`config.mk`:
```
export PLATFORM = sky130hd
export DESIGN_NAME = swn_node
export DESIGN_NICKNAME = d
export VERILOG_FILES = /design/src/hw/swn_pkg.sv /design/src/hw/swn_crc8.sv /design/src/hw/swn_node.sv
export SDC_FILE = /design/constraint.sdc
export NUM_CORES = 1
export LEC_CHECK = 0
export ABC_AREA = 1
export BUFFER_PORTS_ARGS = -buffer_cell sky130_fd_sc_hd__buf_4
export CAP_MARGIN = 20
export CELL_PAD_IN_SITES_DETAIL_PLACEMENT = 0
export CELL_PAD_IN_SITES_GLOBAL_PLACEMENT = 2
export CORE_MARGIN = 3
export CORE_UTILIZATION = 36
export DETAILED_ROUTE_END_ITERATION = 12
export MAX_ROUTING_LAYER = met4
export PLACE_DENSITY = 0.78
export SYNTH_ARGS = -nofsm -noshare
export SYNTH_HDL_FRONTEND = slang
export SYNTH_SLANG_ARGS = --single-unit
```
`constraint.sdc`:
```
create_clock -name i_clk -period 3.8 [get_ports i_clk]
set_input_delay 0.76 -clock i_clk [delete_from_list [all_inputs] [get_ports i_clk]]
set_output_delay 0.76 -clock i_clk [all_outputs]
set_load 0.005 [all_outputs]
```
`src/hw/swn_pkg.sv`:
```
// Constants, types and timing figures shared by the single-wire node files.
// Overview of operation
// - Every datagram carries an eight-bit check value, polynomial feedback constant 0x07.
// - Check starts at zero, bytes enter LSB first, sync nibble taken as correct.
// - Per bit: if bit 7 XOR data is one, shift left and XOR 0x07.
// - The check byte is last and covers all preceding datagram bytes.
// - Act only on datagrams that pass the check and carry our node number.
// - Increment the datagram counter for each correctly received write datagram.
// - Node number bit 0 from low select pin, bit 1 from high select pin.
// - One non-inverted two-way pin carries both receive and transmit data.
// - Watch the pin continuously and take bit timing from each sync nibble.
// - On a valid read, enable the driver and reply at the request's rate.
// - Release the driver four bit times after the last reply stop bit.
// - Write register addresses have bit 7 set; reads use the plain address.
// - All registers are zero after power-up unless noted otherwise.
// - Writing one to a status flag bit clears it; reads report flags.
// - Bit time is measured from start-bit fall to the sync bit 2-3 fall.
// - A read reply carries the all-ones address code instead of a node number.
// - Reply waits a programmable delay in multiples of eight bit times.
// - Gap over 63 bit times resets reception; restart needs 12 idle bit times.
package swn_pkg;

    localparam logic [7:0]  CRC_POLY       = 8'h07;
    localparam logic [7:0]  SYNC_BYTE      = 8'h05;
    localparam logic [3:0]  SYNC_NIBBLE    = 4'h5;
    localparam logic [7:0]  REPLY_ADDR     = 8'hff;
    localparam int          WRITE_FLAG_BIT = 7;
    localparam logic [2:0]  READ_LAST_IDX  = 3'h3;
    localparam logic [2:0]  WRITE_LAST_IDX = 3'h7;
    localparam logic [2:0]  REPLY_LAST_IDX = 3'h7;
    localparam logic [6:0]  STATUS_ADDR    = 7'h01;
    localparam logic [6:0]  COUNT_ADDR     = 7'h02;
    localparam logic [7:0]  COUNT_RESET    = 8'h00;

    localparam int          CLK_HZ         = 10_000_000;
    localparam int          GLITCH_CLKS    = 16;
    localparam logic [6:0]  GAP_LIMIT_BITS = 7'd63;
    localparam logic [3:0]  IDLE_BITS      = 4'd12;
    localparam logic [2:0]  HOLD_BITS      = 3'd4;
    localparam int          SYNC_SPAN_BITS = 4;
    localparam logic [3:0]  STOP_IDX       = 4'd9;
    localparam logic [3:0]  FRAME_LAST     = 4'd9;

    typedef enum logic [2:0] {
        SWN_R_HUNT = 3'b000,
        SWN_R_SYNC = 3'b001,
        SWN_R_BITS = 3'b010,
        SWN_R_GAP  = 3'b011,
        SWN_R_ERR  = 3'b100,
        SWN_R_BUSY = 3'b101
    } swn_rx_state_t;

    typedef enum logic [1:0] {
        SWN_T_IDLE = 2'b00,
        SWN_T_WAIT = 2'b01,
        SWN_T_BYTE = 2'b10,
        SWN_T_HOLD = 2'b11
    } swn_tx_state_t;

endpackage

```
`src/hw/swn_crc8.sv`:
```
// Byte-wide check value accumulator, bits taken least significant first.
`timescale 1ns/1ps
module swn_crc8 (
    input  wire logic       i_clk,
    input  wire logic       i_rstn,
    input  wire logic       i_clr,
    input  wire logic       i_en,
    input  wire logic [7:0] i_byte,
    output logic      [7:0] o_crc
);

    function automatic logic [7:0] crc_step(input logic [7:0] crc_in, input logic [7:0] data);
        logic [7:0] c;
        c = crc_in;
        for (int j = 0; j < 8; j++)
        begin
            if (c[7] ^ data[j])
                c = {c[6:0], 1'b0} ^ swn_pkg::CRC_POLY;
            else
                c = {c[6:0], 1'b0};
        end
        return c;
    endfunction

    always_ff @(posedge i_clk or negedge i_rstn)
    begin
        if (!i_rstn)
            o_crc <= 8'h00;
        else if (i_clr)
            o_crc <= 8'h00;
        else if (i_en)
            o_crc <= crc_step(o_crc, i_byte);
    end

endmodule // swn_crc8

```
`src/hw/swn_node.sv`:
```
// Single-wire node: sync-locked receiver, datagram checker and read reply sender.
`timescale 1ns/1ps
module swn_node #(
    parameter int STATUS_BITS = 3,
    parameter int MEAS_W      = 16
) (
    input  wire logic                   i_clk,
    input  wire logic                   i_rstn,
    input  wire logic                   i_line_in,
    output logic                        o_line_out,
    output logic                        o_line_oe,
    input  wire logic                   i_node_select_pin_low,
    input  wire logic                   i_node_select_pin_high,
    input  wire logic [3:0]             i_reply_wait_setting,
    input  wire logic [STATUS_BITS-1:0] i_status_set,
    input  wire logic [31:0]            i_rd_data,
    output logic                        o_wr_valid,
    output logic [6:0]                  o_wr_addr,
    output logic [31:0]                 o_wr_data,
    output logic                        o_rd_valid,
    output logic [6:0]                  o_rd_addr,
    output logic [7:0]                  o_dgram_count,
    output logic [STATUS_BITS-1:0]      o_status_flags
);

    swn_pkg::swn_rx_state_t rx_state_r;
    swn_pkg::swn_tx_state_t tx_state_r;
    logic [MEAS_W-1:0] baud_cnt_r;
    logic [MEAS_W-1:0] bit_time_r;
    logic [MEAS_W-1:0] meas_r;
    logic              falls_r;
    logic              line_prev_r;
    logic [3:0]        bit_idx_r;
    logic [7:0]        shift_r;
    logic [6:0]        gap_r;
    logic [3:0]        idle_r;
    logic [2:0]        byte_idx_r;
    logic [7:0]        node_r;
    logic [7:0]        reg_r;
    logic [31:0]       data_r;
    logic [6:0]        wait_r;
    logic [2:0]        tx_idx_r;
    logic [3:0]        tx_bit_r;
    logic [8:0]        tx_frame_r;
    logic [31:0]       tx_data_r;
    logic [2:0]        hold_r;
    logic              tx_done_r;

    logic              fall;
    logic              tick;
    logic              reload_half;
    logic              stop_seen;
    logic              stop_ok;
    logic              last_byte;
    logic              crc_good;
    logic              addr_match;
    logic              accept;
    logic              is_write;
    logic [7:0]        rx_crc;
    logic [7:0]        tx_crc;
    logic [1:0]        node_number;
    logic [MEAS_W-1:0] bit_meas;
    logic [6:0]        wait_target;
    logic              tx_load;
    logic              tx_first;
    logic [7:0]        tx_byte;
    logic [31:0]       reply_word;

    assign node_number = {i_node_select_pin_high, i_node_select_pin_low};
    assign fall        = line_prev_r & ~i_line_in;
    assign tick        = (baud_cnt_r == '0) && (rx_state_r != swn_pkg::SWN_R_SYNC);
    assign bit_meas    = (meas_r + MEAS_W'(1)) >> 2;

    // Datagram decisions are made on the cycle that samples each stop bit.
    assign stop_seen  = (rx_state_r == swn_pkg::SWN_R_BITS) && tick && (bit_idx_r == swn_pkg::STOP_IDX);
    assign stop_ok    = stop_seen && i_line_in;
    assign is_write   = reg_r[swn_pkg::WRITE_FLAG_BIT];
    assign last_byte  = is_write ? (byte_idx_r == swn_pkg::WRITE_LAST_IDX)
                                 : (byte_idx_r == swn_pkg::READ_LAST_IDX);
    assign crc_good   = (rx_crc == shift_r);
    assign addr_match = (node_r == {6'h00, node_number});
    assign accept     = stop_ok && last_byte && crc_good && addr_match;
    assign reload_half = ((rx_state_r == swn_pkg::SWN_R_SYNC) && fall && falls_r)
                       || ((rx_state_r == swn_pkg::SWN_R_GAP) && fall);

    swn_crc8 u_rx_crc (
        .i_clk  (i_clk),
        .i_rstn (i_rstn),
        .i_clr  (rx_state_r == swn_pkg::SWN_R_HUNT),
        .i_en   (stop_ok && !last_byte),
        .i_byte (shift_r),
        .o_crc  (rx_crc)
    );

    // The bit clock enable: reloaded to half a bit at the sync bit 2-3 fall and at each later start edge for centre sampling.
    always_ff @(posedge i_clk or negedge i_rstn)
    begin
        if (!i_rstn)
            baud_cnt_r <= '0;
        else if (reload_half)
            baud_cnt_r <= (rx_state_r == swn_pkg::SWN_R_SYNC) ? bit_meas >> 1 : bit_time_r >> 1;
        else if ((rx_state_r == swn_pkg::SWN_R_SYNC) && fall && !falls_r)
            baud_cnt_r <= baud_cnt_r;
        else if (baud_cnt_r == '0)
            baud_cnt_r <= bit_time_r - MEAS_W'(1);
        else
            baud_cnt_r <= baud_cnt_r - MEAS_W'(1);
    end

    always_ff @(posedge i_clk or negedge i_rstn)
    begin
        if (!i_rstn)
            line_prev_r <= 1'b1;
        else
            line_prev_r <= i_line_in;
    end

    // Receiver sequencing: sync measurement, byte sampling, gap and error recovery.
    always_ff @(posedge i_clk or negedge i_rstn)
    begin
        if (!i_rstn)
        begin
            rx_state_r <= swn_pkg::SWN_R_HUNT;
            meas_r     <= '0;
            falls_r    <= 1'b0;
            bit_time_r <= MEAS_W'(swn_pkg::GLITCH_CLKS);
            bit_idx_r  <= 4'h0;
            shift_r    <= 8'h00;
            gap_r      <= 7'h00;
            idle_r     <= 4'h0;
            byte_idx_r <= 3'h0;
            node_r     <= 8'h00;
            reg_r      <= 8'h00;
            data_r     <= 32'h0000_0000;
        end
        else
        begin
            case (rx_state_r)
                swn_pkg::SWN_R_HUNT:
                begin
                    byte_idx_r <= 3'h0;
                    reg_r      <= 8'h00;
                    if (fall)
                    begin
                        rx_state_r <= swn_pkg::SWN_R_SYNC;
                        meas_r     <= '0;
                        falls_r    <= 1'b0;
                    end
                end
                swn_pkg::SWN_R_SYNC:
                begin
                    meas_r <= meas_r + MEAS_W'(1);
                    if (&meas_r)
                        rx_state_r <= swn_pkg::SWN_R_ERR;
                    else if (fall && !falls_r)
                        falls_r <= 1'b1;
                    else if (fall)
                    begin
                        if (bit_meas < MEAS_W'(swn_pkg::GLITCH_CLKS))
                            rx_state_r <= swn_pkg::SWN_R_ERR;
                        else
                        begin
                            bit_time_r <= bit_meas;
                            rx_state_r <= swn_pkg::SWN_R_BITS;
                            bit_idx_r  <= 4'd4;
                            shift_r    <= {4'h0, swn_pkg::SYNC_NIBBLE};
                            gap_r      <= 7'd4;
                        end
                    end
                end
                swn_pkg::SWN_R_BITS:
                begin
                    if (tick)
                    begin
                        gap_r <= gap_r + 7'd1;
                        if (bit_idx_r == 4'h0 && i_line_in)
                            rx_state_r <= swn_pkg::SWN_R_ERR;
                        else if (bit_idx_r != 4'h0 && bit_idx_r != swn_pkg::STOP_IDX)
                            shift_r[bit_idx_r[2:0] - 3'd1] <= i_line_in;
                        bit_idx_r <= bit_idx_r + 4'd1;
                    end
                    if (stop_seen)
                    begin
                        bit_idx_r  <= 4'h0;
                        byte_idx_r <= byte_idx_r + 3'd1;
                        if (byte_idx_r == 3'd1)
                            node_r <= shift_r;
                        if (byte_idx_r == 3'd2)
                            reg_r <= shift_r;
                        if (byte_idx_r >= 3'd3 && !last_byte)
                            data_r <= {data_r[23:0], shift_r};
                        if (!stop_ok || (last_byte && !crc_good))
                            rx_state_r <= swn_pkg::SWN_R_ERR;
                        else if (accept && !is_write)
                            rx_state_r <= swn_pkg::SWN_R_BUSY;
                        else if (last_byte)
                            rx_state_r <= swn_pkg::SWN_R_HUNT;
                        else
                            rx_state_r <= swn_pkg::SWN_R_GAP;
                    end
                end
                swn_pkg::SWN_R_GAP:
                begin
                    if (fall)
                    begin
                        rx_state_r <= swn_pkg::SWN_R_BITS;
                        gap_r      <= 7'h00;
                    end
                    else if (tick)
                    begin
                        gap_r <= gap_r + 7'd1;
                        if (gap_r >= swn_pkg::GAP_LIMIT_BITS)
                            rx_state_r <= swn_pkg::SWN_R_HUNT;
                    end
                end
                swn_pkg::SWN_R_ERR:
                begin
                    if (!i_line_in)
                        idle_r <= 4'h0;
                    else if (tick)
                    begin
                        idle_r <= idle_r + 4'd1;
                        if (idle_r + 4'd1 >= swn_pkg::IDLE_BITS)
                        begin
                            idle_r     <= 4'h0;
                            rx_state_r <= swn_pkg::SWN_R_HUNT;
                        end
                    end
                end
                swn_pkg::SWN_R_BUSY:
                begin
                    if (tx_done_r)
                        rx_state_r <= swn_pkg::SWN_R_HUNT;
                end
                default:
                    rx_state_r <= swn_pkg::SWN_R_HUNT;
            endcase
        end
    end

    // Write strobe to the register side, only for accepted write datagrams.
    always_ff @(posedge i_clk or negedge i_rstn)
    begin
        if (!i_rstn)
        begin
            o_wr_valid <= 1'b0;
            o_wr_addr  <= 7'h00;
            o_wr_data  <= 32'h0000_0000;
        end
        else
        begin
            o_wr_valid <= accept && is_write;
            if (accept && is_write)
            begin
                o_wr_addr <= reg_r[6:0];
                o_wr_data <= data_r;
            end
        end
    end

    always_ff @(posedge i_clk or negedge i_rstn)
    begin
        if (!i_rstn)
            o_dgram_count <= swn_pkg::COUNT_RESET;
        else if (accept && is_write)
            o_dgram_count <= o_dgram_count + 8'd1;
    end

    // Sticky status flags; a new event wins over a clear in the same cycle.
    always_ff @(posedge i_clk or negedge i_rstn)
    begin
        if (!i_rstn)
            o_status_flags <= '0;
        else if (accept && is_write && reg_r[6:0] == swn_pkg::STATUS_ADDR)
            o_status_flags <= (o_status_flags & ~data_r[STATUS_BITS-1:0]) | i_status_set;
        else
            o_status_flags <= o_status_flags | i_status_set;
    end

    always_ff @(posedge i_clk or negedge i_rstn)
    begin
        if (!i_rstn)
        begin
            o_rd_valid <= 1'b0;
            o_rd_addr  <= 7'h00;
        end
        else
        begin
            o_rd_valid <= accept && !is_write;
            if (accept && !is_write)
                o_rd_addr <= reg_r[6:0];
        end
    end

    // Reply transmitter.
    assign wait_target = {i_reply_wait_setting[3:1], 1'b1, 3'b000};
    assign tx_first    = (tx_state_r == swn_pkg::SWN_T_WAIT) && tick && (wait_r + 7'd1 >= wait_target);
    assign tx_load     = tx_first
                       || ((tx_state_r == swn_pkg::SWN_T_BYTE) && tick && (tx_bit_r == swn_pkg::FRAME_LAST)
                           && (tx_idx_r != swn_pkg::REPLY_LAST_IDX));
    assign reply_word  = (o_rd_addr == swn_pkg::STATUS_ADDR) ? 32'(o_status_flags)
                       : (o_rd_addr == swn_pkg::COUNT_ADDR)  ? {24'h000000, o_dgram_count}
                       : i_rd_data;

    always_comb
    begin
        case (tx_first ? 3'h0 : tx_idx_r + 3'd1)
            3'h0:    tx_byte = swn_pkg::SYNC_BYTE;
            3'h1:    tx_byte = swn_pkg::REPLY_ADDR;
            3'h2:    tx_byte = {1'b0, o_rd_addr};
            3'h3:    tx_byte = tx_data_r[31:24];
            3'h4:    tx_byte = tx_data_r[23:16];
            3'h5:    tx_byte = tx_data_r[15:8];
            3'h6:    tx_byte = tx_data_r[7:0];
            default: tx_byte = tx_crc;
        endcase
    end

    swn_crc8 u_tx_crc (
        .i_clk  (i_clk),
        .i_rstn (i_rstn),
        .i_clr  (tx_state_r == swn_pkg::SWN_T_IDLE),
        .i_en   (tx_load && (tx_first || tx_idx_r + 3'd1 != swn_pkg::REPLY_LAST_IDX)),
        .i_byte (tx_byte),
        .o_crc  (tx_crc)
    );

    always_ff @(posedge i_clk or negedge i_rstn)
    begin
        if (!i_rstn)
        begin
            tx_state_r <= swn_pkg::SWN_T_IDLE;
            wait_r     <= 7'h00;
            tx_idx_r   <= 3'h0;
            tx_bit_r   <= 4'h0;
            tx_frame_r <= 9'h1ff;
            tx_data_r  <= 32'h0000_0000;
            hold_r     <= 3'h0;
            tx_done_r  <= 1'b0;
            o_line_out <= 1'b1;
            o_line_oe  <= 1'b0;
        end
        else
        begin
            tx_done_r <= 1'b0;
            if (tx_load)
            begin
                tx_idx_r   <= tx_first ? 3'h0 : tx_idx_r + 3'd1;
                tx_bit_r   <= 4'h0;
                tx_frame_r <= {1'b1, tx_byte};
                o_line_out <= 1'b0;
                o_line_oe  <= 1'b1;
            end
            case (tx_state_r)
                swn_pkg::SWN_T_IDLE:
                begin
                    wait_r <= 7'h00;
                    if (o_rd_valid)
                        tx_state_r <= swn_pkg::SWN_T_WAIT;
                end
                swn_pkg::SWN_T_WAIT:
                begin
                    if (tick)
                        wait_r <= wait_r + 7'd1;
                    if (tx_first)
                    begin
                        tx_data_r  <= reply_word;
                        tx_state_r <= swn_pkg::SWN_T_BYTE;
                    end
                end
                swn_pkg::SWN_T_BYTE:
                begin
                    if (tick && tx_bit_r != swn_pkg::FRAME_LAST)
                    begin
                        o_line_out <= tx_frame_r[0];
                        tx_frame_r <= {1'b1, tx_frame_r[8:1]};
                        tx_bit_r   <= tx_bit_r + 4'd1;
                    end
                    else if (tick && tx_idx_r == swn_pkg::REPLY_LAST_IDX)
                    begin
                        hold_r     <= 3'h1;
                        tx_state_r <= swn_pkg::SWN_T_HOLD;
                    end
                end
                swn_pkg::SWN_T_HOLD:
                begin
                    if (tick)
                    begin
                        hold_r <= hold_r + 3'd1;
                        if (hold_r == swn_pkg::HOLD_BITS)
                        begin
                            o_line_oe  <= 1'b0;
                            tx_done_r  <= 1'b1;
                            tx_state_r <= swn_pkg::SWN_T_IDLE;
                        end
                    end
                end
                default:
                    tx_state_r <= swn_pkg::SWN_T_IDLE;
            endcase
        end
    end

endmodule // swn_node

```
Word-level counts from Yosys, hierarchy flattened
Index checks and enable logic that the tools add are counted.
- register bits after elaboration: 263
- output and inout port bits: 61
- word-level logic and storage cells: 370
- $add $sub $neg: 13
- mux-type cells: 145
- equal/unequal tests: 62
- order comparisons: 7
- bitwise logic cells: 41
- reductions and logical operators: 69
- operator list (operator ; count):
    8-bit 2-to-1 mux ; 41
    3-bit 2-to-1 mux ; 39
    16-bit 2-to-1 mux ; 4
    32-bit 2-to-1 mux ; 2
    8-bit one-hot mux with 7 select lines ; 1
    3-bit inverter ; 17
    7-bit 2-to-1 mux ; 7
    4-bit 2-to-1 mux ; 12
    2-bit != test (second input constant) ; 19
    16-bit one-hot mux with 2 select lines ; 1
    8-bit one-hot mux with 2 select lines ; 2
    1-bit logical AND ; 29
    9-bit 2-to-1 mux ; 3
    3-bit == test (second input constant) ; 8
    7-bit one-hot mux with 3 select lines ; 1
    3-bit by 2-bit == test with 1-bit output (second input constant) ; 6
    3-bit one-hot mux with 6 select lines ; 1
    16-bit by 1-bit adder with 16-bit output (second input constant) ; 1
    16-bit zero test ; 1
    16-bit AND reduction ; 1
    16-bit by 1-bit subtractor with 16-bit output (second input constant) ; 1
    1-bit XOR ; 16
    1-bit 2-to-1 mux ; 15
    3-bit != test (second input constant) ; 5
    53 further kinds ; 104

Logic depth before layout (Yosys ltp)
Gate-level depths: netlist of run 1.
- word-level depth: 39
- gate-level depth with buffers: 27
- gate-level depth less buffers: 26

Hierarchy
From an unflattened synthesis of run 1, not the netlist that was laid out.
- cells, all modules: 1818
- area, all modules: 14360.0 µm²
- modules (own cells, without submodules) (module ; instances ; area each (µm²) ; cells an instance ; sequential area each (µm²)):
    swn_node ; 1 ; 13068.8 ; 1614 ; 6195.9
    swn_crc8 ; 2 ; 645.6 ; 102 ; 200.2

Least setup slack after synthesis of run 1
Ideal clock, no wire load.
- path kind: register to register
- from: register wait_r[0]
- to: register u_tx_crc.o_crc[2]
- path buffers: 1
- data required time: 3676 ps
- data arrival time: 2773 ps
- slack: 903 ps
- setup time: 124 ps
- stages on the path, launching flop included: 25
- cells stage by stage: dfrtp_1 -> ha_1 -> nand3_1 -> nor2_1 -> nand2_1 -> xor2_1 -> inv_1 -> ha_1 -> a21oi_1 -> nand2_1 -> nand2_4 -> buf_6 -> nand2_1 -> nand2_1 -> nand2_1 -> nor2_1 -> nand3_1 -> nand3_1 -> nand2_1 -> nand2_1 -> nand2_1 -> nand2_1 -> nand2_1 -> nand3_1 -> nand3_1
- longest elaborated chain between the ends: 28
- RTL lines (element ; line ; text):
    start, declared ; swn_node.sv:41 ; logic [6:0] wait_r;
    start signal, assigned ; swn_node.sv:364 ; wait_r <= wait_r + 7'd1;
    7-bit by 1-bit adder with 7-bit output (*) ; swn_node.sv:297 ; assign tx_first = (tx_state_r == swn_pkg::SWN_T_WAIT) && tick && (wait_r + 7'd1 >= wait_target);
    7-bit greater-or-equal comparator (*) ; swn_node.sv:297 ;
    1-bit logical AND (*) ; swn_node.sv:297 ;
    3-bit 2-to-1 mux ; swn_node.sv:307 ; case (tx_first ? 3'h0 : tx_idx_r + 3'd1)
    3-bit == test (tied with other cells) ; swn_node.sv:307 ;
    8-bit one-hot mux with 7 select lines ; swn_node.sv:307 ;
    1-bit XOR ; swn_crc8.sv:17 ; if (c[7] ^ data[j])
    3-bit 2-to-1 mux ; swn_crc8.sv:17 ;
    [12 not listed] ; -- ;
    8-bit 2-to-1 mux or 1-bit XOR (tied branches) ; swn_crc8.sv:31, swn_crc8.sv:17 ;
    8-bit 2-to-1 mux or 3-bit 2-to-1 mux (tied branches) ; swn_crc8.sv:29, swn_crc8.sv:17 ;
    8-bit 2-to-1 mux ; swn_crc8.sv:31 ; else if (i_en)
    8-bit 2-to-1 mux ; swn_crc8.sv:29 ; else if (i_clr)
    1-bit XOR or 3-bit inverter (tied branches) ; -- ;
    3-bit 2-to-1 mux ; swn_crc8.sv:17 ;
    8-bit 2-to-1 mux ; swn_crc8.sv:31 ;
    8-bit 2-to-1 mux ; swn_crc8.sv:29 ;
    end signal, assigned ; swn_crc8.sv:32 ; o_crc <= crc_step(o_crc, i_byte);
    end, declared ; swn_crc8.sv:9 ; output logic [7:0] o_crc
Mark *: on every way between the ends. The rest lies on a longest branch, timed or not. The select of a mux whose other input is x is not followed.
A chain may end at the register's enable or synchronous reset.

Worst setup path after layout of run 1
Same ends and word-level chain as after synthesis.

==> impl_metrics.py, run 1 <==
metrics = {
    "synth": {
        "ys.warnings.count": 0,
        "synthSimpleGateAreaFrac": 0.230,
        "postSynthNetCount": 1836,
        "synth.top_cells.by_area": "dfrtp_1 45%, nand2_1 11%, o21ai_0 7.4%",
        "synth_compound_area_frac": 0.132,
        "synth_edf_count": 0,
        "yosysTopAreaCellShare": 0.445,
        "synth_area_leader_cell": "dfrtp_1",
        "seq_area_frac_synth": 0.468,
        "synth_flop_cell": "dfrtp_1",
        "synth-async-reset-ratio": 1.00,
        "synth_top_family_by_area": "simple AND/OR/NAND/NOR gates",
        "muxShareOfSynthArea": 0.0100,
        "post_synth.cell_area_avg_um2": 8.01,
        "post_synth_fa_ha_maj_area_fraction": 0.0275,
        "syn_area_um2": 14100,
        "synthTopCellsByCount": "397 x nand2_1, 267 x inv_1, 251 x dfrtp_1",
        "post-synth-top-count-cell": "nand2_1",
        "yosys.area_share.xor_xnor": 0.0422,
        "synthDistinctLibCells": 55,
        "synthCells": 1761,
        "ys_ff_latch": 263,
    },
    "drt": {
        "vias": 11800,
        "dr.first_iter.drc_count": 628,
        "postRouteAntennaNets": 0,
        "drt-pass1-iter-count": 5,
        "drc": 0,
        "routed_via_density": 4.86,
        "route.detailed.wl_per_inst_um": 15.8,
        "totalWireLength_um": 38400,
    },
    "cells_and_area": {
        "insertedDiodeCount": 0,
        "final_util": 0.437,
        "area_delta_synth_final_pct": 18.2,
        "seq_area_um2": 6600,
        "area_of_the_multi_input_gates_um2": 6250,
        "finalNetCount": 1965,
        "postLayoutCellArea_um2": 16700,
        "drive_above_1_share": 0.143,
        "fillerInstances": 3917,
    },
    "setup_path": {
        "setup.worst_path.end_class": "flip-flop",
        "crit_path_start_kind": "flip-flop",
        "critical_path.max_fanout": 6,
        "timing.reg2reg.setup_slack_ns": 0.38,
        "critical_path.slowest_cell": "dfrtp_1",
        "critPathArrivalTime_ns": 3.89,
        "critical_path.max_stage_delay_ns": 0.42,
        "timing_worst_setup_path_type": "reg2reg",
        "cp.required_ns": 4.27,
        "cells_along_the_critical_path": "ha_1, nand3_1, nor2_1, nand2_1, xor2_1, inv_1, ha_1, a21oi_1, nand2_2, nand2_4, nand2_1, nor2_2, nand3_1, nand2_1, nor2_1, nand4_1, nand2_1, nand2_1, nand2_1, nand2_1, nand2_1, nand3_1, nand3_1",
        "cell_repeated_most_along_the_worst_path": "nand2_1",
    },
    "clock_network": {
        "tritoncts": "yes",
        "number_of_h_tree_levels": 1,
        "clock_sink_count": 263,
        "clockRootBuffer": "clkbuf_16",
        "cts_hold_buf": 0,
        "clkLatencyLatePin_ns": 0.59,
        "clkTransAtPathRegs_ns": 0.06,
        "cts_made_buffers": 31,
        "cts-root-to-sink-buffers": 3,
    },
    "global_routing": {
        "grt_max_degree": 103,
        "first_global_vias": 11600,
        "antenna_found_initial": 0,
        "grt_pass1_wl_um": 62600,
        "grt_use_total": 0.190,
        "overflow": 0,
    },
    "sta": {
        "worst_hold_slack_after_final_layout_ns": 0.196,
        "setup-violations-final": 0,
        "finalCriticalPeriod_ns": 3.42,
        "rsz_0062_raised_after_global_routing": "no",
        "setup_total_negative_slack_ns": 0,
        "timing.slew.headroom": 0.434,
        "fin_skew_ns": 0.00964,
        "number_of_endpoints_with_negative_hold_slack_in_the_final_report": 0,
        "period_share": 0.900,
        "slew_at_the_pin_closest_to_its_max_slew_limit_ns": 0.849,
        "fmax_ghz": 0.293,
        "final-max-slew-violation-count": 0,
        "layout_setup_ws_ns": 0.381,
    },
    "placement": {
        "dpl_cell_area_um2": 15600,
        "worst_slack_placed_ns": 0.294,
        "port_buffers": 103,
        "routabilityCongestion": 0.817,
        "dp_hpwl_um": 28500,
    },
    "die": {
        "placeableCoreArea_um2": 38100,
        "die_h_um": 204,
        "pin_count": 105,
        "rows": 71,
        "chipWidth_um": 204,
        "die_area_um2": 41600,
        "floorplan.initialDensity": 0.370,
    },
    "power_and_ir_drop": {
        "power.ir.vdd_worst_v": 0.000314,
        "power-per-cell-area_nw_per_um2": 494,
        "power_leakage_nw": 8.27,
    },
    "min_path": {
        "worstHoldPathType": "in2async",
    },
    "run": {
        "max_cap_viols": 0,
    },
    "outcome": {
        "outcome": "complete, no violations",
    },
}
-- layout make-up --
class	count	area share
inverter	290	0.0653
multi-input combinational	1171	0.375
clock buffer	42	0.0532
timing repair buffer	133	0.0633
sequential	263	0.396
tap	511	0.0383
clock inverter	16	0.00931
-- state kept, by name, summed over array words and instances (netlist names), 8 cells and up --
signal / count
u_rx_crc.o_crc: 8
reg_r: 8
bit_time_r: 14
tx_data_r: 32
node_r: 8
o_wr_data: 32
data_r: 32
shift_r: 8
tx_frame_r: 9
o_dgram_count: 8
u_tx_crc.o_crc: 8
meas_r: 16
baud_cnt_r: 16
-- cell families (layout without fill, tap and decap cells) --
| logic type | Yosys count | count (layout) |
|---|---|---|
| AO/OA/AOI/OAI | 339 | 339 |
| XOR/XNOR | 68 | 68 |
| adder cells (fa/ha/maj) | 31 | 31 |
| buffers and inverters | 328 | 481 |
| flip-flops | 263 | 263 |
| multiplexers | 14 | 14 |
| AND/OR/NAND/NOR | 718 | 719 |
-- worst max-delay path, delay by kind of cell, from the launching register on --
kind / cells / cell delay [ns]
AOI/OAI and AO/OA: 1 / 0.18
adders and majority gates: 2 / 0.49
and+or+nand+nor: 18 / 2.00
buffers and inverters: 1 / 0.06
xor gates and xnor gates: 1 / 0.16
DFF: 1 / 0.42
-- power by group --
| part | leakage (nW) | total (mW) | internal, mW | switching (mW) |
|---|---|---|---|---|
| logic | 4.35 | 1.91 | 0.648 | 1.26 |
| clock network | 0.523 | 3.02 | 1.77 | 1.24 |
| registers | 3.40 | 3.30 | 3.05 | 0.254 |
| total | 8.27 | 8.23 | 5.47 | 2.76 |
-- placed cells by master, fill, tap and decap left out, types with 6 or more instances in the layout --
| cell | Yosys | routed |
|---|---|---|
| a21oi_1 | 39 | 39 |
| a22oi_1 | 6 | 6 |
| a31oi_1 | 12 | 12 |
| buf_4 | 4 | 128 |
| clkbuf_16 | 0 | 31 |
| clkbuf_8 | 0 | 7 |
| clkinv_2 | 0 | 10 |
| dfrtp_1 | 251 | 251 |
| dfstp_2 | 12 | 12 |
| ha_1 | 31 | 31 |
| inv_1 | 267 | 267 |
| inv_2 | 20 | 20 |
| mux2i_1 | 13 | 13 |
| nand2_1 | 397 | 396 |
| nand2_2 | 6 | 8 |
| nand3_1 | 103 | 103 |
| nand4_1 | 31 | 31 |
| nand4_2 | 6 | 6 |
| nor2_1 | 104 | 103 |
| nor2_2 | 10 | 11 |
| nor2_4 | 6 | 6 |
| nor3_1 | 21 | 21 |
| nor3_2 | 6 | 6 |
| nor4_1 | 8 | 8 |
| o211ai_1 | 9 | 9 |
| o21ai_0 | 210 | 210 |
| o21ai_1 | 20 | 20 |
| o221ai_1 | 6 | 6 |
| o22ai_1 | 15 | 15 |
| or2_2 | 6 | 6 |
| xnor2_1 | 24 | 24 |
| xor2_1 | 44 | 44 |
-- timing repair --
action                                  in CTS  in global routing
endpoints found under the setup margin       0                  4
endpoints found under the hold margin        0                  0
resized for setup                            0                  2
buffers inserted                             0                  2
-- per-stage QoR --
step / power (mW) / instances
2_1_floorplan: 4.79 / 1761
3_3_place_gp: 5.26 / 2365
3_5_place_dp: 5.27 / 2365
4_1_cts: 8.37 / 2423
5_1_grt: 8.77 / 2426
6_report: 8.23 / 2426
-- path summary, 6_finish.rpt --
check,startpoint,cells past startpoint,to
worst max-delay path,wait_r[0],23,u_tx_crc.o_crc[2]
worst min-delay path,i_rstn,1,wait_r[4]
worst max register to register,wait_r[0],23,u_tx_crc.o_crc[2]
worst min register to register,o_wr_addr[3],2,o_wr_addr[3]
max in group asynchronous,i_rstn,2,o_wr_data[8]
min in group i_clk,i_line_in,1,line_prev_r
-- layer usage --
metal,global-route usage,vias to the layer above,part of all wire
met1,0.268,5586,0.49
met3,0.0229,48,0.029
met5,-,-,0
met4,0.0420,0,0.019
li1,-,5994,-
met2,0.295,159,0.46
No activity file was read; power rests on OpenSTA's default activity.
==> run 2, diff against run 1 <==
--- a/config.mk
+++ b/config.mk
@@ -5,16 +5,15 @@
 export SDC_FILE = /design/constraint.sdc
 export NUM_CORES = 1
 export LEC_CHECK = 0
-export ABC_AREA = 1
 export BUFFER_PORTS_ARGS = -buffer_cell sky130_fd_sc_hd__buf_4
 export CAP_MARGIN = 20
 export CELL_PAD_IN_SITES_DETAIL_PLACEMENT = 0
 export CELL_PAD_IN_SITES_GLOBAL_PLACEMENT = 2
 export CORE_MARGIN = 3
-export CORE_UTILIZATION = 36
+export CORE_UTILIZATION = 38
 export DETAILED_ROUTE_END_ITERATION = 12
 export MAX_ROUTING_LAYER = met4
-export PLACE_DENSITY = 0.78
+export PLACE_DENSITY = 0.79
 export SYNTH_ARGS = -nofsm -noshare
 export SYNTH_HDL_FRONTEND = slang
 export SYNTH_SLANG_ARGS = --single-unit
==> impl_metrics.py, run 2 <==
metrics = {
    "outcome": {
        "outcome": "complete, no violations",
    },
    "clock_network": {
        "clkTransAtPathRegs_ns": 0.06,
        "number_of_h_tree_levels": 1,
        "clkLatencyLatePin_ns": 0.57,
        "clockRootBuffer": "clkbuf_16",
        "cts-root-to-sink-buffers": 3,
        "cts_made_buffers": 30,
        "tritoncts": "yes",
        "clock_sink_count": 263,
    },
    "drt": {
        "routedLengthMet1_um": 18600,
        "drc": 0,
        "dr.first_iter.drc_count": 631,
        "vias": 11100,
        "drt-pass1-iter-count": 5,
        "totalWireLength_um": 36400,
        "highest_metal_layer_used_by_the_detailed_router": "met4",
        "route.detailed.wl_per_inst_um": 17.4,
        "routed_via_density": 5.29,
        "postRouteAntennaNets": 0,
        "detailed_routed_wire_length_on_met2_um": 16200,
        "met3WireLength_um": 1040,
    },
    "cells_and_area": {
        "finalNetCount": 1689,
        "area_delta_synth_final_pct": 16.9,
        "fillerInstances": 3487,
        "final_util": 0.455,
        "reg.largest.list": "data_r: 32 flops, o_wr_data: 32 flops, tx_data_r: 32 flops",
        "area_of_the_multi_input_gates_um2": 6980,
        "drive_above_1_share": 0.165,
        "insertedDiodeCount": 0,
        "final_cell_mix": "292 x nand2_1, 251 x dfrtp_1, 143 x buf_4",
        "final_common_cell": "nand2_1",
        "seq_area_um2": 6600,
    },
    "global_routing": {
        "grt_pass1_wl_um": 59900,
        "first_global_vias": 10800,
        "grt_max_degree": 83,
        "antenna_found_initial": 0,
        "grt_use_total": 0.193,
        "overflow": 0,
    },
    "die": {
        "rows": 69,
        "placeableCoreArea_um2": 36000,
        "chipWidth_um": 198,
        "pin_count": 105,
        "die_h_um": 198,
        "floorplan.initialDensity": 0.389,
        "die_area_um2": 39200,
    },
    "sta": {
        "setup_total_negative_slack_ns": 0,
        "timing.slew.headroom": 0.339,
        "slew_at_the_pin_closest_to_its_max_slew_limit_ns": 0.990,
        "finalCriticalPeriod_ns": 3.55,
        "fin_skew_ns": 0.0156,
        "layout_setup_ws_ns": 0.250,
        "fmax_ghz": 0.282,
        "rsz_0062_raised_after_global_routing": "no",
        "final-max-slew-violation-count": 0,
        "setup-violations-final": 0,
        "number_of_endpoints_with_negative_hold_slack_in_the_final_report": 0,
        "period_share": 0.934,
    },
    "synth": {
        "synth_flop_cell": "dfrtp_1",
        "synth-async-reset-ratio": 1.00,
        "synthDistinctLibCells": 69,
        "muxShareOfSynthArea": 0.0611,
        "synth_area_leader_cell": "dfrtp_1",
        "seq_area_frac_synth": 0.471,
        "synth_edf_count": 0,
        "syn_area_um2": 14000,
        "synth_top_family_by_area": "simple AND/OR/NAND/NOR gates",
        "post-synth-top-count-cell": "nand2_1",
        "synthCells": 1521,
        "yosysTopAreaCellShare": 0.448,
        "post_synth.cell_area_avg_um2": 9.22,
        "synth_compound_area_frac": 0.138,
        "ys_ff_latch": 263,
        "synth.top_cells.by_area": "dfrtp_1 45%, nand2_1 7.8%, xnor2_1 4.4%",
        "ys.warnings.count": 0,
        "yosys.area_share.xor_xnor": 0.0664,
        "postSynthNetCount": 1596,
        "synthTopCellsByCount": "292 x nand2_1, 251 x dfrtp_1, 114 x o21ai_0",
        "post_synth_fa_ha_maj_area_fraction": 0.0277,
        "synthSimpleGateAreaFrac": 0.205,
    },
    "setup_path": {
        "timing_worst_setup_path_type": "reg2reg",
        "critical_path.max_stage_delay_ns": 0.42,
        "critical_path.reg2reg.startpoint": "wait_r[0]",
        "critical_path.slowest_cell": "dfrtp_1",
        "worst_r2r_path_depth": 12,
        "crit_path_start_kind": "flip-flop",
        "cp.required_ns": 4.25,
        "cell_repeated_most_along_the_worst_path": "xnor2_1",
        "critPathArrivalTime_ns": 4.00,
        "timing.reg2reg.setup_slack_ns": 0.25,
        "critical_path.max_fanout": 5,
        "cells_along_the_critical_path": "and3_1, nand3_1, xnor2_1, ha_1, a21o_1, a21oi_1, a2111oi_4, or3_1, xnor2_1, xnor2_1, mux2i_1, mux2_1",
        "setup.worst_path.end_class": "flip-flop",
        "reg2reg_to": "u_tx_crc.o_crc[7]",
    },
    "power_and_ir_drop": {
        "power_leakage_nw": 7.58,
        "power.ir.vdd_worst_v": 0.000363,
        "power-per-cell-area_nw_per_um2": 493,
    },
    "placement": {
        "worst_slack_placed_ns": 0.150,
        "port_buffers": 103,
        "dp_hpwl_um": 25700,
        "routabilityCongestion": 0.841,
    },
    "run": {
        "max_cap_viols": 0,
    },
    "min_path": {
        "worstHoldPathType": "in2async",
    },
}
==> run 2: changes by cell type in the layout (fill, tap and decap cells not counted), moves of 14 or more <==
cell	delta
nand2_1	-104
a22o_1	+16
xnor2_1	+46
xor2_1	-14
inv_1	-237
mux2_2	+53
buf_4	+15
and3_1	+15
nand2b_1	+23
nand3_1	-27
inv_2	-20
o21ai_0	-96
nand4_1	-16
nor2b_1	+14
==> run 2: worst max-delay path, delay by kind of cell (launching register included) <==
kind / cells / cell delay (ns)
muxes: 2 / 0.61
adders and majority gates: 1 / 0.31
AOI/OAI and AO/OA: 3 / 0.65
DFF: 1 / 0.42
xor gates and xnor gates: 3 / 0.65
and+or+nand+nor: 3 / 0.79
==> run 2: area by class of cell <==
cell class                      instances  area share
Multi-Input combinational cell       1141       0.426
Sequential cell                       263       0.403
Timing Repair Buffer                  147      0.0696
Clock buffer                           41      0.0514
Tap cell                              461      0.0352
Clock inverter                         10     0.00840
Inverter                               31     0.00710
==> run 2: repair_timing <==
item	CTS	global route
resized for setup	0	1
hold buffers	0	0
setup buffers	0	1
setup endpoints to repair	0	2
==> run 2: cell families after synthesis <==
logic type / Yosys count
multiplexers: 77
AO/OA/AOI/OAI: 307
AND/OR/NAND/NOR: 623
flip-flops: 263
adder cells (fa/ha/maj): 31
XOR/XNOR: 103
buffers and inverters: 117
==> run 2: metrics by stage <==
step	hold slack (ns)	instances	power (mW)	area (um2)
2_1_floorplan	0.430	1521	4.67	14000
3_3_place_gp	0.445	2042	5.21	15400
3_5_place_dp	0.450	2042	5.23	15400
4_1_cts	0.170	2093	8.18	16400
5_1_grt	0.197	2094	8.57	16400
6_report	0.166	2094	8.08	16400
==> run 2: power breakdown <==
| group | switching [mW] | internal, mW | leakage [nW] |
|---|---|---|---|
| registers | 0.328 | 3.04 | 3.48 |
| logic | 1.12 | 0.712 | 3.63 |
| clock network | 1.20 | 1.68 | 0.473 |
==> run 2: worst max path at each step <==
stage,start,slack (ns),end
after global placement,wait_r[0],0.20,u_tx_crc.o_crc[5]
final,wait_r[0],0.25,u_tx_crc.o_crc[7]
after floorplan,tx_idx_r[0],0.40,u_tx_crc.o_crc[1]
after global routing,wait_r[0],0.05,u_tx_crc.o_crc[5]
after CTS,wait_r[0],0.12,u_tx_crc.o_crc[5]
after detailed placement,wait_r[0],0.15,u_tx_crc.o_crc[5]
==> run 2: routing by layer <==
layer	track usage	vias to the layer above
li1	-	5496
met1	0.282	5409
met2	0.293	132
met3	0.0242	35
met4	0.0322	0
met5	-	-
==> run 3, diff against run 2 <==
==> config.mk (replaced) <==
export PLATFORM = sky130hd
export DESIGN_NAME = swn_node
export DESIGN_NICKNAME = d
export VERILOG_FILES = /design/src/hw/swn_pkg.sv /design/src/hw/swn_crc8.sv /design/src/hw/swn_node.sv
export SDC_FILE = /design/constraint.sdc
export NUM_CORES = 1
export LEC_CHECK = 0
export CAP_MARGIN = 20
export CELL_PAD_IN_SITES_DETAIL_PLACEMENT = 0
export CELL_PAD_IN_SITES_GLOBAL_PLACEMENT = 2
export CORE_MARGIN = 3
export CORE_UTILIZATION = 40
export DETAILED_ROUTE_END_ITERATION = 12
export DONT_BUFFER_PORTS = 1
export MAX_ROUTING_LAYER = met4
export PLACE_DENSITY = 0.9
export SYNTH_ARGS = -nofsm -noshare
export SYNTH_HDL_FRONTEND = slang
export SYNTH_SLANG_ARGS = --single-unit
==> impl_metrics.py, run 3 (synthesis results as in run 2) <==
metrics = {
    "outcome": {
        "outcome": "finished with violations",
        "violations": "negative hold slack",
    },
    "power_and_ir_drop": {
        "power.ir.vdd_worst_v": 0.000375,
        "netSwitchingFraction": 0.316,
        "power_leakage_nw": 7.07,
        "internal_power_mw": 5.51,
        "sequentialPowerShare": 0.418,
        "power-per-cell-area_nw_per_um2": 516,
        "pwr-share-comb": 0.212,
        "clock_power_share": 0.369,
        "finalPower_mw": 8.05,
        "p_switching_mw": 2.54,
    },
    "drt": {
        "routed_via_density": 5.41,
        "route.detailed.wl_per_inst_um": 17.2,
        "dr.first_iter.drc_count": 575,
        "vias": 10700,
        "postRouteAntennaNets": 0,
        "totalWireLength_um": 34100,
        "drt-pass1-iter-count": 4,
        "drc": 0,
    },
    "clock_network": {
        "tritoncts": "yes",
        "number_of_h_tree_levels": 1,
        "clock_sink_count": 263,
        "clockRootBuffer": "clkbuf_16",
        "cts-root-to-sink-buffers": 3,
        "clkTransAtPathRegs_ns": 0.06,
        "clkLatencyLatePin_ns": 0.56,
        "cts_made_buffers": 29,
    },
    "global_routing": {
        "grt_use_total": 0.184,
        "overflow": 0,
        "first_global_vias": 10300,
        "grt_pass1_wl_um": 56700,
        "grt_max_degree": 264,
        "antenna_found_initial": 0,
    },
    "die": {
        "die_area_um2": 37300,
        "rows": 67,
        "floorplan.initialDensity": 0.412,
        "die_h_um": 193,
        "pin_count": 105,
        "chipWidth_um": 193,
        "placeableCoreArea_um2": 34000,
    },
    "min_path": {
        "worstHoldPathType": "in2async",
    },
    "sta": {
        "fmax_ghz": 0.281,
        "number_of_endpoints_with_negative_hold_slack_in_the_final_report": 159,
        "worst_hold_slack_after_final_layout_ns": -0.101,
        "fin_skew_ns": 0.0108,
        "layout_setup_ws_ns": 0.237,
        "finalCriticalPeriod_ns": 3.56,
        "slew_at_the_pin_closest_to_its_max_slew_limit_ns": 0.965,
        "setup-violations-final": 0,
        "final-max-slew-violation-count": 0,
        "period_share": 0.938,
        "timing.slew.headroom": 0.356,
    },
    "cells_and_area": {
        "area_delta_synth_final_pct": 11.3,
        "final_common_cell": "nand2_1",
        "final_cell_mix": "292 x nand2_1, 250 x dfrtp_1, 114 x o21ai_0",
        "reg.largest.list": "data_r: 32 flops, o_wr_data: 32 flops, tx_data_r: 32 flops",
        "finalNetCount": 1583,
        "finish.cell_count_without_fillers": 1979,
        "insertedDiodeCount": 0,
        "drive_above_1_share": 0.114,
    },
    "setup_path": {
        "setup.worst_path.end_class": "flip-flop",
        "crit_path_start_kind": "flip-flop",
        "cp.required_ns": 4.24,
        "critPathArrivalTime_ns": 4.00,
        "timing_worst_setup_path_type": "reg2reg",
        "critical_path.max_fanout": 8,
    },
    "placement": {
        "placed_cells": 1922,
        "routabilityCongestion": 0.846,
        "dp_hpwl_um": 23700,
        "port_buffers": 0,
        "worst_slack_placed_ns": 0.0839,
    },
    "run": {
        "max_cap_viols": 0,
    },
}
[run 3: cell count changes in the layout (fill, tap and decap cells not counted), sizes merged]
cell,previous run,this run
clkinv,6,11
inv,31,33
bufinv,2,4
clkinvlp,2,0
buf,147,42
clkbuf,41,37
[run 3: routing by layer]
metal | global-route usage | wire [um] | vias to the layer above | part of all wire
met5 | - | 0 | - | 0
met4 | 0.0407 | 824 | 0 | 0.024
met3 | 0.0285 | 1440 | 52 | 0.042
met2 | 0.275 | 15000 | 191 | 0.44
met1 | 0.267 | 16800 | 5179 | 0.49
li1 | - | - | 5287 | -
[run 3: power groups by stage]
stage | registers, mW | clock network (mW) | logic, mW
floorplan | 3.26 | 0 | 1.41
global route | 3.42 | 3.16 | 1.94
global placement | 3.40 | 0 | 1.67
CTS | 3.36 | 3.05 | 1.71
finish | 3.37 | 2.97 | 1.71
detailed placement | 3.41 | 0 | 1.70
[run 3: path summary, 6_finish.rpt]
kind / startpoint / to / slack (ns) / cells after the start
worst min-delay path: i_rstn / tx_data_r[26] / -0.10 / 0
worst min register to register: tx_frame_r[0] / o_line_out / 0.46 / 2
worst max register to register: wait_r[0] / u_tx_crc.o_crc[5] / 0.24 / 14
worst max-delay path: wait_r[0] / u_tx_crc.o_crc[5] / 0.24 / 14
max in group asynchronous: i_rstn / meas_r[0] / 3.38 / 0
min in group i_clk: i_line_in / line_prev_r / 0.19 / 0
[run 3: stage by stage]
stage	util	area, um2	TNS, ns
after floorplan	-	14000	0
after global placement	0.428	14600	0
after detailed placement	0.428	14600	0
after CTS	0.458	15600	0
after global routing	0.458	15600	-0.000128
final	0.458	15600	0
[run 3: layout make-up]
| type | count | area (um2) |
|---|---|---|
| Sequential cell | 263 | 6600 |
| Clock buffer | 37 | 816 |
| Tap cell | 448 | 561 |
| Multi-Input combinational cell | 1141 | 6990 |
| Fill cell | 3328 | 18400 |
| Timing Repair Buffer | 42 | 328 |
| Clock inverter | 17 | 200 |
| Inverter | 31 | 116 |
[run 3: critical path, cell delays in order (launching register included)]
cell and delay (ns):
dfrtp_2 0.43, ha_1 0.21, nand3_1 0.17, nor2_2 0.08, xor2_1 0.15, ha_1 0.32, nand4b_1 0.10, mux2_2 0.31
a2111oi_4 0.34, buf_4 0.21, nor3_1 0.08, xnor2_1 0.26, xnor2_1 0.22, mux2i_1 0.23, mux2_1 0.33
[run 3: timing repair]
item,4_1_cts,5_1_grt
endpoints found under the setup margin,0,4
resized for setup,0,3
endpoints found under the hold margin,251,251
setup buffers,0,3
